## src/nsrs_pkg.sv

```systemverilog
// package: pin, request and timing definitions for the nvsram host sequencer
`default_nettype none
package nsrs_pkg;

  // ==========================================================
  // widths
  localparam int ADDR_W = 15;
  localparam int DATA_W = 8;
  localparam int CNT_W = 24;
  localparam int SEQ_LEN = 6;
  localparam int SYNC_DEPTH = 3;

  // ==========================================================
  // clock and printed times
  localparam int CLK_PERIOD_NS = 50;
  localparam int READ_CYCLE_TIME_NS = 25;
  localparam int CE_PULSE_NS = 20;
  localparam int WRITE_PULSE_NS = 50;
  localparam int SAVE_CYCLE_TIME_MS = 10;
  localparam int RESTORE_CYCLE_TIME_US = 20;
  localparam int POWERUP_RESTORE_TIME_US = 550;

  // least times round up, none below one cycle
  localparam int READ_ACC_CYC = (READ_CYCLE_TIME_NS + CLK_PERIOD_NS - 1) / CLK_PERIOD_NS;
  localparam int CE_PULSE_CYC = (CE_PULSE_NS + CLK_PERIOD_NS - 1) / CLK_PERIOD_NS;
  localparam int WR_PULSE_CYC = (WRITE_PULSE_NS + CLK_PERIOD_NS - 1) / CLK_PERIOD_NS;
  // the read data also crosses the pin synchroniser before it is trusted
  localparam int RD_HOLD_CYC = READ_ACC_CYC + SYNC_DEPTH;
  localparam int SAVE_CYC = SAVE_CYCLE_TIME_MS * 1000000 / CLK_PERIOD_NS;
  localparam int RESTORE_CYC = (RESTORE_CYCLE_TIME_US * 1000 + CLK_PERIOD_NS - 1) / CLK_PERIOD_NS;
  localparam int PWRUP_CYC = (POWERUP_RESTORE_TIME_US * 1000 + CLK_PERIOD_NS - 1) / CLK_PERIOD_NS;

  // ==========================================================
  // sequence addresses, lower 14 bits only
  localparam logic [13:0] SEQ_ADDR_0 = 14'h0e38;
  localparam logic [13:0] SEQ_ADDR_1 = 14'h31c7;
  localparam logic [13:0] SEQ_ADDR_2 = 14'h03e0;
  localparam logic [13:0] SEQ_ADDR_3 = 14'h3c1f;
  localparam logic [13:0] SEQ_ADDR_4 = 14'h303f;
  localparam logic [13:0] SEQ_ADDR_SAVE = 14'h0fc0;
  localparam logic [13:0] SEQ_ADDR_RESTORE = 14'h0c63;

  // ==========================================================
  // pin reset values
  localparam logic PIN_IDLE_N = 1'b1;

  // ==========================================================
  // commands and states
  typedef enum logic [1:0] {
    NSRS_OP_READ = 2'h0,
    NSRS_OP_WRITE = 2'h1,
    NSRS_OP_SAVE = 2'h2,
    NSRS_OP_RESTORE = 2'h3
  } nsrs_op_t;

  typedef enum logic [8:0] {
    NSRS_ST_PWRUP = 9'h001,
    NSRS_ST_IDLE = 9'h002,
    NSRS_ST_RD_LOW = 9'h004,
    NSRS_ST_WR_SETUP = 9'h008,
    NSRS_ST_WR_LOW = 9'h010,
    NSRS_ST_WR_END = 9'h020,
    NSRS_ST_SEQ_SETUP = 9'h040,
    NSRS_ST_SEQ_LOW = 9'h080,
    NSRS_ST_NV_WAIT = 9'h100
  } nsrs_state_t;

  // ==========================================================
  // carriers
  typedef struct packed {
    logic cs_n;
    logic oe_n;
    logic we_n;
    logic [ADDR_W-1:0] addr;
    logic [DATA_W-1:0] dq_out;
    logic dq_oe;
  } nsrs_pins_t;

  typedef struct packed {
    nsrs_op_t op;
    logic [ADDR_W-1:0] addr;
    logic [DATA_W-1:0] wdata;
  } nsrs_req_t;

  typedef struct packed {
    logic [DATA_W-1:0] rdata;
    logic err;
  } nsrs_rsp_t;

endpackage
`default_nettype wire

```

## src/nsrs_sync.sv

```systemverilog
// three-stage pin synchroniser with an agreement flag
`timescale 1ns/100ps
`default_nettype none
module nsrs_sync
  import nsrs_pkg::*;
#(
  parameter int WIDTH = 1
) (
  // clock and reset
  input wire logic clk,
  input wire logic nrst,
  // pin side
  input wire logic [WIDTH-1:0] pin_in,
  // synchronous side
  output logic [WIDTH-1:0] value,
  output logic stable
);

  typedef struct packed {
    logic [WIDTH-1:0] s1;
    logic [WIDTH-1:0] s2;
    logic [WIDTH-1:0] s3;
  } nsrs_sync_state_t;

  nsrs_sync_state_t q, d;

  // ==========================================================
  // stage shift; s1 feeds s2 only, metastability stays there
  always_comb begin
    d = q;
    d.s1 = pin_in;
    d.s2 = q.s1;
    d.s3 = q.s2;
  end

  always_ff @(posedge clk or negedge nrst) begin
    if (!nrst) begin
      q <= '0;
    end else begin
      q <= d;
    end
  end

  // a change counts once the last two stages agree
  assign value = q.s3;
  assign stable = (q.s2 == q.s3);

endmodule
`default_nettype wire

```

## src/nsrs_host.sv

```systemverilog
// host controller for a nonvolatile shadowed static ram: access, save, restore
`timescale 1ns/100ps
`default_nettype none
module nsrs_host
  import nsrs_pkg::*;
#(
  parameter logic [CNT_W-1:0] SAVE_WAIT_CYC = CNT_W'(SAVE_CYC),
  parameter logic [CNT_W-1:0] PWRUP_WAIT_CYC = CNT_W'(PWRUP_CYC)
) (
  // clock and reset
  input wire logic clk,
  input wire logic nrst,
  // user request port
  input wire logic req_valid,
  input wire nsrs_req_t req,
  output logic req_ready,
  // user answer port
  output logic rsp_valid,
  output nsrs_rsp_t rsp,
  output logic busy,
  // supply indication from the board
  input wire logic supply_ok,
  // memory pins
  output nsrs_pins_t pins,
  input wire logic [DATA_W-1:0] dq_in
);

  typedef struct packed {
    nsrs_state_t st;
    logic [CNT_W-1:0] cnt;
    logic [2:0] step;
    nsrs_op_t op;
    logic supply_lost;
    logic ready;
    logic rsp_valid;
    nsrs_rsp_t rsp;
    logic busy;
    nsrs_pins_t pins;
  } nsrs_host_state_t;

  localparam nsrs_pins_t PINS_IDLE = '{cs_n: PIN_IDLE_N, oe_n: PIN_IDLE_N,
                                       we_n: PIN_IDLE_N, addr: '0, dq_out: '0,
                                       dq_oe: 1'b0};

  nsrs_host_state_t q, d;
  logic [DATA_W-1:0] dq_sync;
  logic dq_stable;
  logic supply_sync;

  // ==========================================================
  // pin synchronisers
  nsrs_sync #(
    .WIDTH(DATA_W)
  ) u_dq_sync (
    .clk(clk),
    .nrst(nrst),
    .pin_in(dq_in),
    .value(dq_sync),
    .stable(dq_stable)
  );

  nsrs_sync #(
    .WIDTH(1)
  ) u_supply_sync (
    .clk(clk),
    .nrst(nrst),
    .pin_in(supply_ok),
    .value(supply_sync),
    .stable()
  );

  // ==========================================================
  // sequence address for a step; top address line held low
  // lower fourteen bits
  function automatic logic [ADDR_W-1:0] seq_addr(input logic [2:0] step, input nsrs_op_t op);
    logic [13:0] a;
    a = SEQ_ADDR_0;
    case (step)
      3'h0: a = SEQ_ADDR_0;
      3'h1: a = SEQ_ADDR_1;
      3'h2: a = SEQ_ADDR_2;
      3'h3: a = SEQ_ADDR_3;
      3'h4: a = SEQ_ADDR_4;
      default: a = (op == NSRS_OP_SAVE) ? SEQ_ADDR_SAVE : SEQ_ADDR_RESTORE;
    endcase
    return {1'b0, a};
  endfunction

  // ==========================================================
  // main sequencer
  always_comb begin
    d = q;
    d.rsp_valid = 1'b0;
    case (q.st)
      NSRS_ST_PWRUP: begin
        d.pins = PINS_IDLE;
        if (q.cnt == '0) begin
          d.st = NSRS_ST_IDLE;
          d.ready = 1'b1;
          d.busy = 1'b0;
        end else begin
          d.cnt = q.cnt - CNT_W'(1);
        end
      end
      NSRS_ST_IDLE: begin
        if (req_valid) begin
          d.op = req.op;
          d.ready = 1'b0;
          d.busy = 1'b1;
          d.step = 3'h0;
          d.supply_lost = 1'b0;
          d.rsp.err = 1'b0;
          case (req.op)
            NSRS_OP_READ: begin
              // read with gate low, strobe high
              d.pins.addr = req.addr;
              d.pins.cs_n = 1'b0;
              d.pins.oe_n = 1'b0;
              d.cnt = CNT_W'(RD_HOLD_CYC - 1);
              d.st = NSRS_ST_RD_LOW;
            end
            NSRS_OP_WRITE: begin
              // address and data settle before select falls
              d.pins.addr = req.addr;
              d.pins.dq_out = req.wdata;
              d.pins.dq_oe = 1'b1;
              d.st = NSRS_ST_WR_SETUP;
            end
            default: begin
              // no save sequence while supply low
              if (req.op == NSRS_OP_SAVE && !supply_sync) begin
                d.rsp.err = 1'b1;
                d.rsp_valid = 1'b1;
                d.ready = 1'b1;
                d.busy = 1'b0;
              end else begin
                // every sequence starts from step one
                d.pins.addr = seq_addr(3'h0, req.op);
                d.st = NSRS_ST_SEQ_SETUP;
              end
            end
          endcase
        end
      end
      // select and gate stay low while data settles
      NSRS_ST_RD_LOW: begin
        if (q.cnt != '0) begin
          d.cnt = q.cnt - CNT_W'(1);
        end else if (dq_stable) begin
          d.rsp.rdata = dq_sync;
          d.pins.cs_n = 1'b1;
          d.pins.oe_n = 1'b1;
          d.rsp_valid = 1'b1;
          d.ready = 1'b1;
          d.busy = 1'b0;
          d.st = NSRS_ST_IDLE;
        end
      end
      NSRS_ST_WR_SETUP: begin
        d.pins.cs_n = 1'b0;
        d.pins.we_n = 1'b0;
        d.cnt = CNT_W'(WR_PULSE_CYC - 1);
        d.st = NSRS_ST_WR_LOW;
      end
      NSRS_ST_WR_LOW: begin
        if (q.cnt != '0) begin
          d.cnt = q.cnt - CNT_W'(1);
        end else begin
          // rising strobes store the byte; address and data still held
          d.pins.cs_n = 1'b1;
          d.pins.we_n = 1'b1;
          d.st = NSRS_ST_WR_END;
        end
      end
      NSRS_ST_WR_END: begin
        d.pins.dq_oe = 1'b0;
        d.rsp_valid = 1'b1;
        d.ready = 1'b1;
        d.busy = 1'b0;
        d.st = NSRS_ST_IDLE;
      end
      // address set while select high, then a select-delimited read
      NSRS_ST_SEQ_SETUP: begin
        // output gate left high, data is not wanted
        d.pins.cs_n = 1'b0;
        d.cnt = CNT_W'(CE_PULSE_CYC - 1);
        d.st = NSRS_ST_SEQ_LOW;
      end
      NSRS_ST_SEQ_LOW: begin
        if (q.cnt != '0) begin
          d.cnt = q.cnt - CNT_W'(1);
        end else begin
          d.pins.cs_n = 1'b1;
          // six reads back to back, nothing in between
          if (q.step == 3'(SEQ_LEN - 1)) begin
            d.cnt = (q.op == NSRS_OP_SAVE) ? SAVE_WAIT_CYC - CNT_W'(1)
                                           : CNT_W'(RESTORE_CYC - 1);
            d.st = NSRS_ST_NV_WAIT;
          end else begin
            d.step = q.step + 3'h1;
            d.pins.addr = seq_addr(q.step + 3'h1, q.op);
            d.st = NSRS_ST_SEQ_SETUP;
          end
        end
      end
      // device locked out; pins parked, no access issued
      NSRS_ST_NV_WAIT: begin
        // a supply drop spoils a save; it is reported, wait still runs
        if (q.op == NSRS_OP_SAVE && !supply_sync) begin
          d.supply_lost = 1'b1;
        end
        if (q.cnt != '0) begin
          d.cnt = q.cnt - CNT_W'(1);
        end else begin
          // access allowed again after the cycle time
          d.rsp.err = d.supply_lost;
          d.rsp_valid = 1'b1;
          d.ready = 1'b1;
          d.busy = 1'b0;
          d.st = NSRS_ST_IDLE;
        end
      end
      default: begin
        d.pins = PINS_IDLE;
        d.ready = 1'b1;
        d.busy = 1'b0;
        d.st = NSRS_ST_IDLE;
      end
    endcase
  end

  // reset enters the power-up wait with every strobe inactive
  always_ff @(posedge clk or negedge nrst) begin
    if (!nrst) begin
      q <= '{st: NSRS_ST_PWRUP, cnt: PWRUP_WAIT_CYC, step: 3'h0, op: NSRS_OP_READ,
             supply_lost: 1'b0, ready: 1'b0, rsp_valid: 1'b0, rsp: '0, busy: 1'b1,
             pins: PINS_IDLE};
    end else begin
      q <= d;
    end
  end

  // ==========================================================
  // outputs straight from the state register
  assign req_ready = q.ready;
  assign rsp_valid = q.rsp_valid;
  assign rsp = q.rsp;
  assign busy = q.busy;
  assign pins = q.pins;

endmodule
`default_nettype wire

```

## config.mk

```make
export PLATFORM = sky130hd
export DESIGN_NAME = nsrs_host
export DESIGN_NICKNAME = d
export VERILOG_FILES = /design/src/nsrs_pkg.sv /design/src/nsrs_sync.sv /design/src/nsrs_host.sv
export SDC_FILE = /design/constraint.sdc
export NUM_CORES = 1
export LEC_CHECK = 0
export ABC_AREA = 1
export BUFFER_PORTS_ARGS = -buffer_cell sky130_fd_sc_hd__buf_4
export CORE_UTILIZATION = 59
export CTS_CLUSTER_DIAMETER = 200
export DETAILED_ROUTE_END_ITERATION = 7
export PLACE_DENSITY = 0.77
export SKIP_CTS_REPAIR_TIMING = 1
export SLEW_MARGIN = 5
export SYNTH_ARGS = -nofsm -noshare
export SYNTH_HDL_FRONTEND = slang
export SYNTH_SLANG_ARGS = --single-unit
```

## constraint.sdc

```tcl
create_clock -name clk -period 2.4 [get_ports clk]
set_input_delay 0.12 -clock clk [delete_from_list [all_inputs] [get_ports clk]]
set_output_delay 0.12 -clock clk [all_outputs]
set_load 0.05 [all_outputs]
```

==> metrics, run 1 <==
RSZ-0062 raised after global routing=false; Yosys reg bits=105; post-DP HPWL=10220 um; synth-to-layout area growth=13.70%; antenna-violating nets left=0; Leak=0.003800 uW; initial cell density of the core=0.6121; clk sinks=105; CP Capture Type=flip-flop; final setup vio count=0; critical path's slowest cell=dfrtp_1; Yosys cell types=36; n_diodes=0; CTS tree=yes; clock latency on the worst-skew pair=390 ps; top_reg_cell synth=dfrtp_1; vias after detailed routing=5160; row count=36; Worst-Margin Slew=450.8 ps; CP Launch Type=flip-flop; share of post-route cells with drive strength above 1=0.2054; Synth area leaders=dfrtp_1, nand2_1, dfstp_2; root buf cell=clkbuf_8; clock skew=12.17 ps; drt drc=0; proportion of synthesized chip area in sequential cells=0.4378; CP Data Required Time=2740 ps; crit path kind=reg -> reg; fin worst setup slack=265.8 ps; number of global-route vias before repair=4624; YS warnings=0; Net Count, Synth=835; Via density=5.212; max_cap viols=0; Post-DP Area=6441 um2; Pre-antenna DRT Iters=5; post-synthesis cell area=6038 um2; grt ovf=0; Max Fclk=468.5 MHz; initial antenna violation count=0; global-route wire length before repair=21960 um; H-tree levels=3; largest net degree at the start of global routing=45; Hold Vio Cnt, Final=0; Final Instance Area=6865 um2; Post-synth EDFFs=0; Final TNS setup=0 ps; TritonCTS buffer count=9; maximum VDD drop=0.0008571 V; Max-slew headroom=0.6994; total die area=10640 um2; Synth area leader=dfrtp_1; all-layer global routing usage=0.2731; Die X=103.2 um; syn_area_per_cell=7.634 um2; core area=9864 um2; Slew Limit Fails=0; minimum clock period=2134 ps; crit-path most repeated cell=nor2_4; count leader, synth=nand2_1; endpoint arrival time on the critical path=2470 ps; drt total wl=13900 um; pre-CTS setup slack=283.7 ps; CTS Buffer Depth=2; routed length per instance=14.04 um; Synth async-reset ratio=1.000; top-area cell type share of the netlist area=0.3813; cells after synthesis=791; routability cong.=0.9639; Die Ht=103.2 um; violation count after the first detailed-route iteration=360; top cells by count, synth=nand2_1, dfrtp_1, nor2_1, inv_1; # IOs=76; fin crit share=0.8893; power per cell area=1285 nW/um2; max incr delay on CP=430 ps; I/O Buffers=75; status=finished, final reports clean; Clock transition at path regs=110 ps; crit-path max FO=17; Cell Chain, Critical Path=nor2_4 > nand3_2 > nor2_4 > inv_1 > nand3_2 > nor2_1 > nor2_4 > nand2_1 > nand2_1; Worst Hold Class=in -> reg; Nets=896
## worst max-delay path, delay by kind of cell, from the launching register on
kind	cells	cell delay, ps
flip-flops	1	430
buffers and inverters	1	190
AND/OR/NAND/NOR	8	1450
## cells in the final DEF, fill, tap and decap left out, types with 3 or more instances in the layout
| master | count |
|---|---|
| ha_1 | 7 |
| clkbuf_8 | 9 |
| dlygate4sd3_1 | 18 |
| nand2_4 | 3 |
| a21oi_1 | 5 |
| xnor2_1 | 13 |
| nand3_2 | 6 |
| nor2_4 | 10 |
| xor2_1 | 7 |
| o21ai_1 | 3 |
| dfrtp_1 | 92 |
| inv_1 | 74 |
| o21ai_0 | 29 |
| nand4_1 | 4 |
| nor2_1 | 76 |
| nand3_1 | 39 |
| o21ai_2 | 10 |
| buf_4 | 77 |
| inv_2 | 6 |
| nor3_1 | 9 |
| nor2_2 | 14 |
| nand3b_1 | 3 |
| nand2_1 | 296 |
| dfstp_2 | 13 |
| nand2_2 | 15 |
## final timing paths
path	start	end	slack, ps	depth (start not counted)
max	q[74]	q[45]	270	9
min	req[8]	pins[9]	20	5
max reg2reg	q[74]	q[45]	270	9
min reg2reg	u_supply_sync.d[0]	u_supply_sync.value	360	0
max in group asynchronous	nrst	busy	1410	3
min in group asynchronous	nrst	u_dq_sync.value[7]	210	2
## stage by stage
step / cells / hold WS [ps] / util / power (uW)
global route: 990 / 31.89 / 0.6960 / 9513
floorplan: 791 / -175.6 / - / 6613
global placement: 956 / 91.41 / 0.6530 / 7325
detailed placement: 956 / 100.6 / 0.6530 / 7466
finish: 990 / 24.93 / 0.6960 / 8822
CTS: 972 / -340.0 / 0.6777 / 8794
## layer usage
metal  global-route usage  wire (um)  vias up
met5                    0          0        -
met4              0.08342        202        0
met3              0.04881        638       17
met2               0.4456       6922      128
met1               0.3720       6141     2493
li1                     -          -     2522
## logic make-up after synthesis
kind of cell,after synthesis,share of synthesized area
XOR/XNOR,20,0.02901
flip-flops,105,0.4378
buffers and inverters,128,0.1113
AND/OR/NAND/NOR,480,0.3572
adder cells (fa/ha/maj),7,0.01450
AO/OA/AOI/OAI,51,0.05014
## cell type report
type	count	area (um2)
multi-input combinational	558	2723
clock buffer	9	123.9
fill	814	2999
tap	133	166.4
sequential	105	2644
clock inverter	7	120.1
inverter	82	310.3
timing repair buffer	96	778.2
## report_power, final
part / switching (uW) / internal (uW)
sequential: 307 / 2210
combinational: 3530 / 1460
clock: 688 / 621
## state kept, by name, indices dropped and copies added (netlist names)
name	count
pins	27
rsp_valid	1
req_ready	1
u_supply_sync.value	1
busy	1
u_dq_sync.value	8
u_dq_sync.d	16
q	39
rsp	9
u_supply_sync.d	2
Power figures use the tool's default switching activity.
==> run 2: changes to the inputs <==
--- a/config.mk
+++ b/config.mk
@@ -10,7 +10,7 @@
 export CORE_UTILIZATION = 59
 export CTS_CLUSTER_DIAMETER = 200
 export DETAILED_ROUTE_END_ITERATION = 7
-export PLACE_DENSITY = 0.77
+export PLACE_DENSITY = 0.88
 export SKIP_CTS_REPAIR_TIMING = 1
 export SLEW_MARGIN = 5
 export SYNTH_ARGS = -nofsm -noshare
==> metrics, run 2 (synthesis results as in run 1) <==
max_cap viols=0 (unchanged); R2R cell count=9 (unchanged); Clk pwr share=0.139 (-0.009); initial antenna violation count=0 (unchanged); initial cell density of the core=0.6121 (unchanged); number of global-route vias before repair=4732 (+2.3%); core area=9864 um2 (unchanged); share of post-route cells with drive strength above 1=0.2042 (-0.001167); sequential power share=0.290 (+0.004); Combinational Power Share=0.571 (+0.005); Final TNS setup=0 ps (unchanged); hold worst-path end=pins[17]; Slew Limit Fails=0 (unchanged); crit-path max FO=17 (unchanged); Max-slew headroom=0.5778 (-0.1216); uppermost routed layer=met4; routability cong.=0.9282 (-3.7%); CP Launch Type=flip-flop; post-DP HPWL=9486 um (-7.2%); CTS tree=yes; endpoint arrival time on the critical path=2440 ps (-30 ps); fin crit share=0.8802 (-0.009099); TritonCTS buffer count=9 (unchanged); routed length per instance=13.46 um (-4.1%); internal power=4215 uW (-2.0%); hold path cells=5 (unchanged); Min Hold Slack=28.64 ps (+3.711 ps); largest net degree at the start of global routing=58 (+29%); Clock transition at path regs=110 ps (about the same); Worst-Margin Slew=633.2 ps (+182.4 ps); global-route wire length before repair=21530 um (-1.9%); Die X=103.2 um (unchanged); commonest non-fill, non-tap cell in the layout=nand2_1; vias after detailed routing=5063 (-1.9%); Filler Cell Count=792 (-2.7%); all-layer global routing usage=0.2648 (-0.008241); CP Data Required Time=2730 ps (about the same); met3 wire length=667 um (+4.5%); antenna-violating nets left=0 (unchanged); Via density=5.114 (-1.9%); Reg with most FFs=q; post-route met1 wirelength=5735 um (-6.6%); clk sinks=105 (unchanged); Pre-antenna DRT Iters=5 (unchanged); drt total wl=13330 um (-4.1%); grt ovf=0 (unchanged); Hold Crit Start=req[16]; status=finished, final reports clean; minimum clock period=2112 ps (-21.84 ps); n_diodes=0 (unchanged); CP Capture Type=flip-flop; Register Area=2644 um2 (unchanged); area of the multi-input gates=2723 um2 (unchanged); Psw=4460 uW (-1.4%); power per cell area=1267 nW/um2 (-1.4%); drt drc=0 (unchanged); row count=36 (unchanged); Hold Vio Cnt, Final=0 (unchanged); sw frac=0.5142 (+0.001513); clock skew=15.86 ps (+3.690 ps); most frequent cells in the layout=nand2_1, dfrtp_1, nor2_1, buf_4, inv_1; crit path kind=reg -> reg; CTS Buffer Depth=2 (unchanged); final setup vio count=0 (unchanged); synth-to-layout area growth=13.39%; Worst Hold Class=in -> reg; Leak=0.003791 uW (-0.23%); Die Ht=103.2 um (unchanged); Nets=896 (unchanged); worst reg-to-reg setup slack=290 ps (+20 ps); H-tree levels=3 (unchanged); total die area=10640 um2 (unchanged); violation count after the first detailed-route iteration=303 (-16%); r2r startpoint=q[70]; R2R Path End=q[50]; RSZ-0062 raised after global routing=false; max FFs per register=39 (unchanged); clock latency on the worst-skew pair=390 ps (about the same); maximum VDD drop=0.0007391 V (-14%); I/O Buffers=75 (unchanged); # IOs=76 (unchanged); Max Fclk=473.4 MHz (+1.0%); met2 WL post-DR=6535 um (-5.6%); root buf cell=clkbuf_8
==> run 2: how the worst max path moves through the flow <==
stage / cells past startpoint / slack [ps] / from / to
6_report: 9 / 290 / q[70] / q[50]
5_1_grt: 9 / 70 / q[72] / q[49]
4_1_cts: 9 / 290 / q[70] / q[50]
3_5_place_dp: 9 / 330 / q[70] / q[50]
3_3_place_gp: 10 / 410 / q[74] / pins[9]
2_1_floorplan: 9 / 720 / q[42] / pins[19]
==> run 2: final cells by class <==
cell class                      count  share of cell area
Sequential cell                   105              0.3861
Timing Repair Buffer               96              0.1140
Inverter                           82             0.04532
Clock buffer                       10             0.02010
Multi-Input combinational cell    558              0.3977
Clock inverter                      6             0.01243
Tap cell                          133             0.02431
==> run 2: power by group through the flow <==
stage | clock network [uW] | registers, uW | logic (uW)
2_1_floorplan | 0 | 2520 | 4090
3_3_place_gp | 0 | 2530 | 4770
3_5_place_dp | 0 | 2540 | 4860
4_1_cts | 1220 | 2510 | 4900
5_1_grt | 1300 | 2560 | 5530
6_report | 1210 | 2510 | 4950
==> run 2: routing by layer <==
metal,vias to the layer above,track usage
met1,2332,0.3442
met2,166,0.4359
met4,0,0.1170
li1,2526,-
met5,-,0
met3,39,0.04678
==> run 2: critical path, stage by stage (launching register included) <==
cell and delay (ps):
dfrtp_1 460, nor2_2 150, nand3_2 150, nor2_4 330, inv_1 170, nand3_2 120
nor2_1 90, nor2_4 380, nand2_1 110, nand2_1 90
==> run 2: stage by stage <==
stage / worst slack (ps) / utilization / cells / instance area, um2 / total power, uW
2_1_floorplan: 724.8 / - / 791 / 6038 / 6613
3_3_place_gp: 408.9 / 0.6522 / 955 / 6434 / 7295
3_5_place_dp: 326.1 / 0.6522 / 955 / 6434 / 7397
4_1_cts: 291.9 / 0.6748 / 971 / 6656 / 8632
5_1_grt: 72.56 / 0.6941 / 990 / 6847 / 9384
6_report: 287.6 / 0.6941 / 990 / 6847 / 8675
==> run 3: changes to the inputs <==
--- a/config.mk
+++ b/config.mk
@@ -6,7 +6,7 @@
 export NUM_CORES = 1
 export LEC_CHECK = 0
 export ABC_AREA = 1
-export BUFFER_PORTS_ARGS = -buffer_cell sky130_fd_sc_hd__buf_4
+export BUFFER_PORTS_ARGS = -buffer_cell sky130_fd_sc_hd__buf_2
 export CORE_UTILIZATION = 59
 export CTS_CLUSTER_DIAMETER = 200
 export DETAILED_ROUTE_END_ITERATION = 7
==> metrics, run 3 (synthesis results as in run 1) <==
routed length per instance=13.27 um (-1.5%); Via density=5.115 (about the same); critical path endpoint=q[50]; Leak=0.003738 uW (-1.4%); routability cong.=0.9383 (+1.1%); global-route wire length before repair=21410 um (-0.58%); power per cell area=1265 nW/um2 (-0.17%); violation count after the first detailed-route iteration=235 (-22%); fin crit share=0.8681 (-0.01203); M3 GR Usage=0.03458 (-0.01220); clock skew=23.90 ps (+8.048 ps); critical path's slowest cell=dfrtp_1; n_diodes=0 (unchanged); R2R Path End=q[50]; clk sinks=105 (unchanged); initial antenna violation count=0 (unchanged); CP Launch Type=flip-flop; area of the multi-input gates=2723 um2 (unchanged); drt drc=0 (unchanged); Clock transition at path regs=100 ps (about the same); drt total wl=13130 um (-1.5%); max_cap viols=0 (unchanged); core area=9864 um2 (unchanged); Register Area=2644 um2 (unchanged); all-layer global routing usage=0.2609 (-0.003961); RSZ-0062 raised after global routing=false; Die X=103.2 um (unchanged); clock latency on the worst-skew pair=370 ps (-20 ps); Filler Cell Count=874 (+10%); most frequent cells in the layout=nand2_1, dfrtp_1, nor2_1; H-tree levels=3 (unchanged); Final TNS setup=0 ps (unchanged); M1 GR Usage=0.3518 (+0.007522); max incr delay on CP=430 ps (-30 ps); vias after detailed routing=5064 (+0.020%); maximum VDD drop=0.0006202 V (-16%); synth-to-layout area growth=9.615%; Max-slew headroom=0.6981 (+0.1203); root buf cell=clkbuf_8; Cell Chain, Critical Path=nor2_4 > nand3_2 > nor2_4 > inv_1 > nor2_1 > nand2_1 > o21ai_1 > nand2_1 > nand2_1; post-DP HPWL=9620 um (+1.4%); TritonCTS buffer count=9 (unchanged); Reg with most FFs=q; # IOs=76 (unchanged); Die Ht=103.2 um (unchanged); initial cell density of the core=0.6121 (unchanged); crit-path most repeated cell=nand2_1; Worst-Margin Slew=451.6 ps (-181.6 ps); Final Instance Area=6619 um2 (-3.3%); largest net degree at the start of global routing=54 (-6.9%); grt ovf=0 (unchanged); GRT busiest layer=met2; r2r startpoint=q[74]; share of post-route cells with drive strength above 1=0.2054 (+0.001167); status=finished, final reports clean; Max Fclk=480.0 MHz (+1.4%); CTS tree=yes; row count=36 (unchanged); number of global-route vias before repair=4599 (-2.8%); I/O Buffers=75 (unchanged); endpoint arrival time on the critical path=2390 ps (-50 ps); max FFs per register=39 (unchanged); Nets=896 (unchanged); final setup vio count=0 (unchanged); crit-path max FO=14 (-3); CTS Buffer Depth=2 (unchanged); Worst Hold Class=in -> reg; antenna-violating nets left=0 (unchanged); minimum clock period=2084 ps (-28.87 ps); Post-DP Area=6256 um2 (-2.8%); commonest non-fill, non-tap cell in the layout=nand2_1; Hold Vio Cnt, Final=0 (unchanged); CP Capture Type=flip-flop; worst reg-to-reg setup slack=320 ps (+30 ps); met2 GRT Util=0.4426 (+0.006667); total die area=10640 um2 (unchanged); crit path kind=reg -> reg; R2R cell count=9 (unchanged); Slew Limit Fails=0 (unchanged); Pre-antenna DRT Iters=5 (unchanged); Crit. Startpoint=q[74]; CP Data Required Time=2710 ps (-20 ps)
run 3: cell types whose count changed in the layout (fill, tap and decap cells not counted):
cell / change
inv_8: -1
clkinv_8: -1
bufinv_16: -1
clkbuf_8: -1
inv_6: +3
buf_4: -73
buf_2: +74
clkinv_2: +1
dlygate4sd3_1: -1
run 3: worst min-delay path by stage:
stage / startpoint / endpoint / slack (ps) / cells after the start
finish: req[22] / pins[23] / 30 / 3
global route: req[22] / pins[23] / 20 / 3
CTS: nrst / q[59] / -370 / 1
detailed placement: nrst / q[62] / 30 / 1
global placement: nrst / q[63] / 30 / 1
floorplan: nrst / pins[0] / -180 / 0
run 3: per-stage QoR:
stage               power, uW  instances  hold slack (ps)  setup WS, ps  utilization
finish                   8372        990            30.83         316.5       0.6710
global route             9113        990            24.11         84.30       0.6710
CTS                      8367        972           -369.9         353.8       0.6527
detailed placement       7305        956            31.30         366.8       0.6342
global placement         7182        956            31.15         423.8       0.6342
floorplan                6613        791           -175.6         724.8            -
run 3: layout make-up:
type / instances / share of cell area
clock buffer: 9 / 0.01871
clock inverter: 7 / 0.008885
inverter: 82 / 0.04688
multi-input combinational: 558 / 0.4113
sequential: 105 / 0.3994
tap: 133 / 0.02514
timing repair buffer: 96 / 0.08960
run 3: where the power goes:
part,internal (uW),switching [uW]
Clock,399,654
Sequential,2210,287
Combinational,1360,3460
run 3: worst max-delay path, delay by kind of cell (launching register included):
kind,cells,cell delay (ps)
compound gates,1,140
buf+inv,1,170
flops,1,430
simple gates,7,1290
run 3: per-layer routing:
metal | share of wire | wire [um] | vias to the layer above
li1 | - | - | 2526
met1 | 0.44 | 5786 | 2385
met2 | 0.50 | 6570 | 135
met3 | 0.044 | 575 | 18
met4 | 0.015 | 201 | 0
met5 | 0 | 0 | -
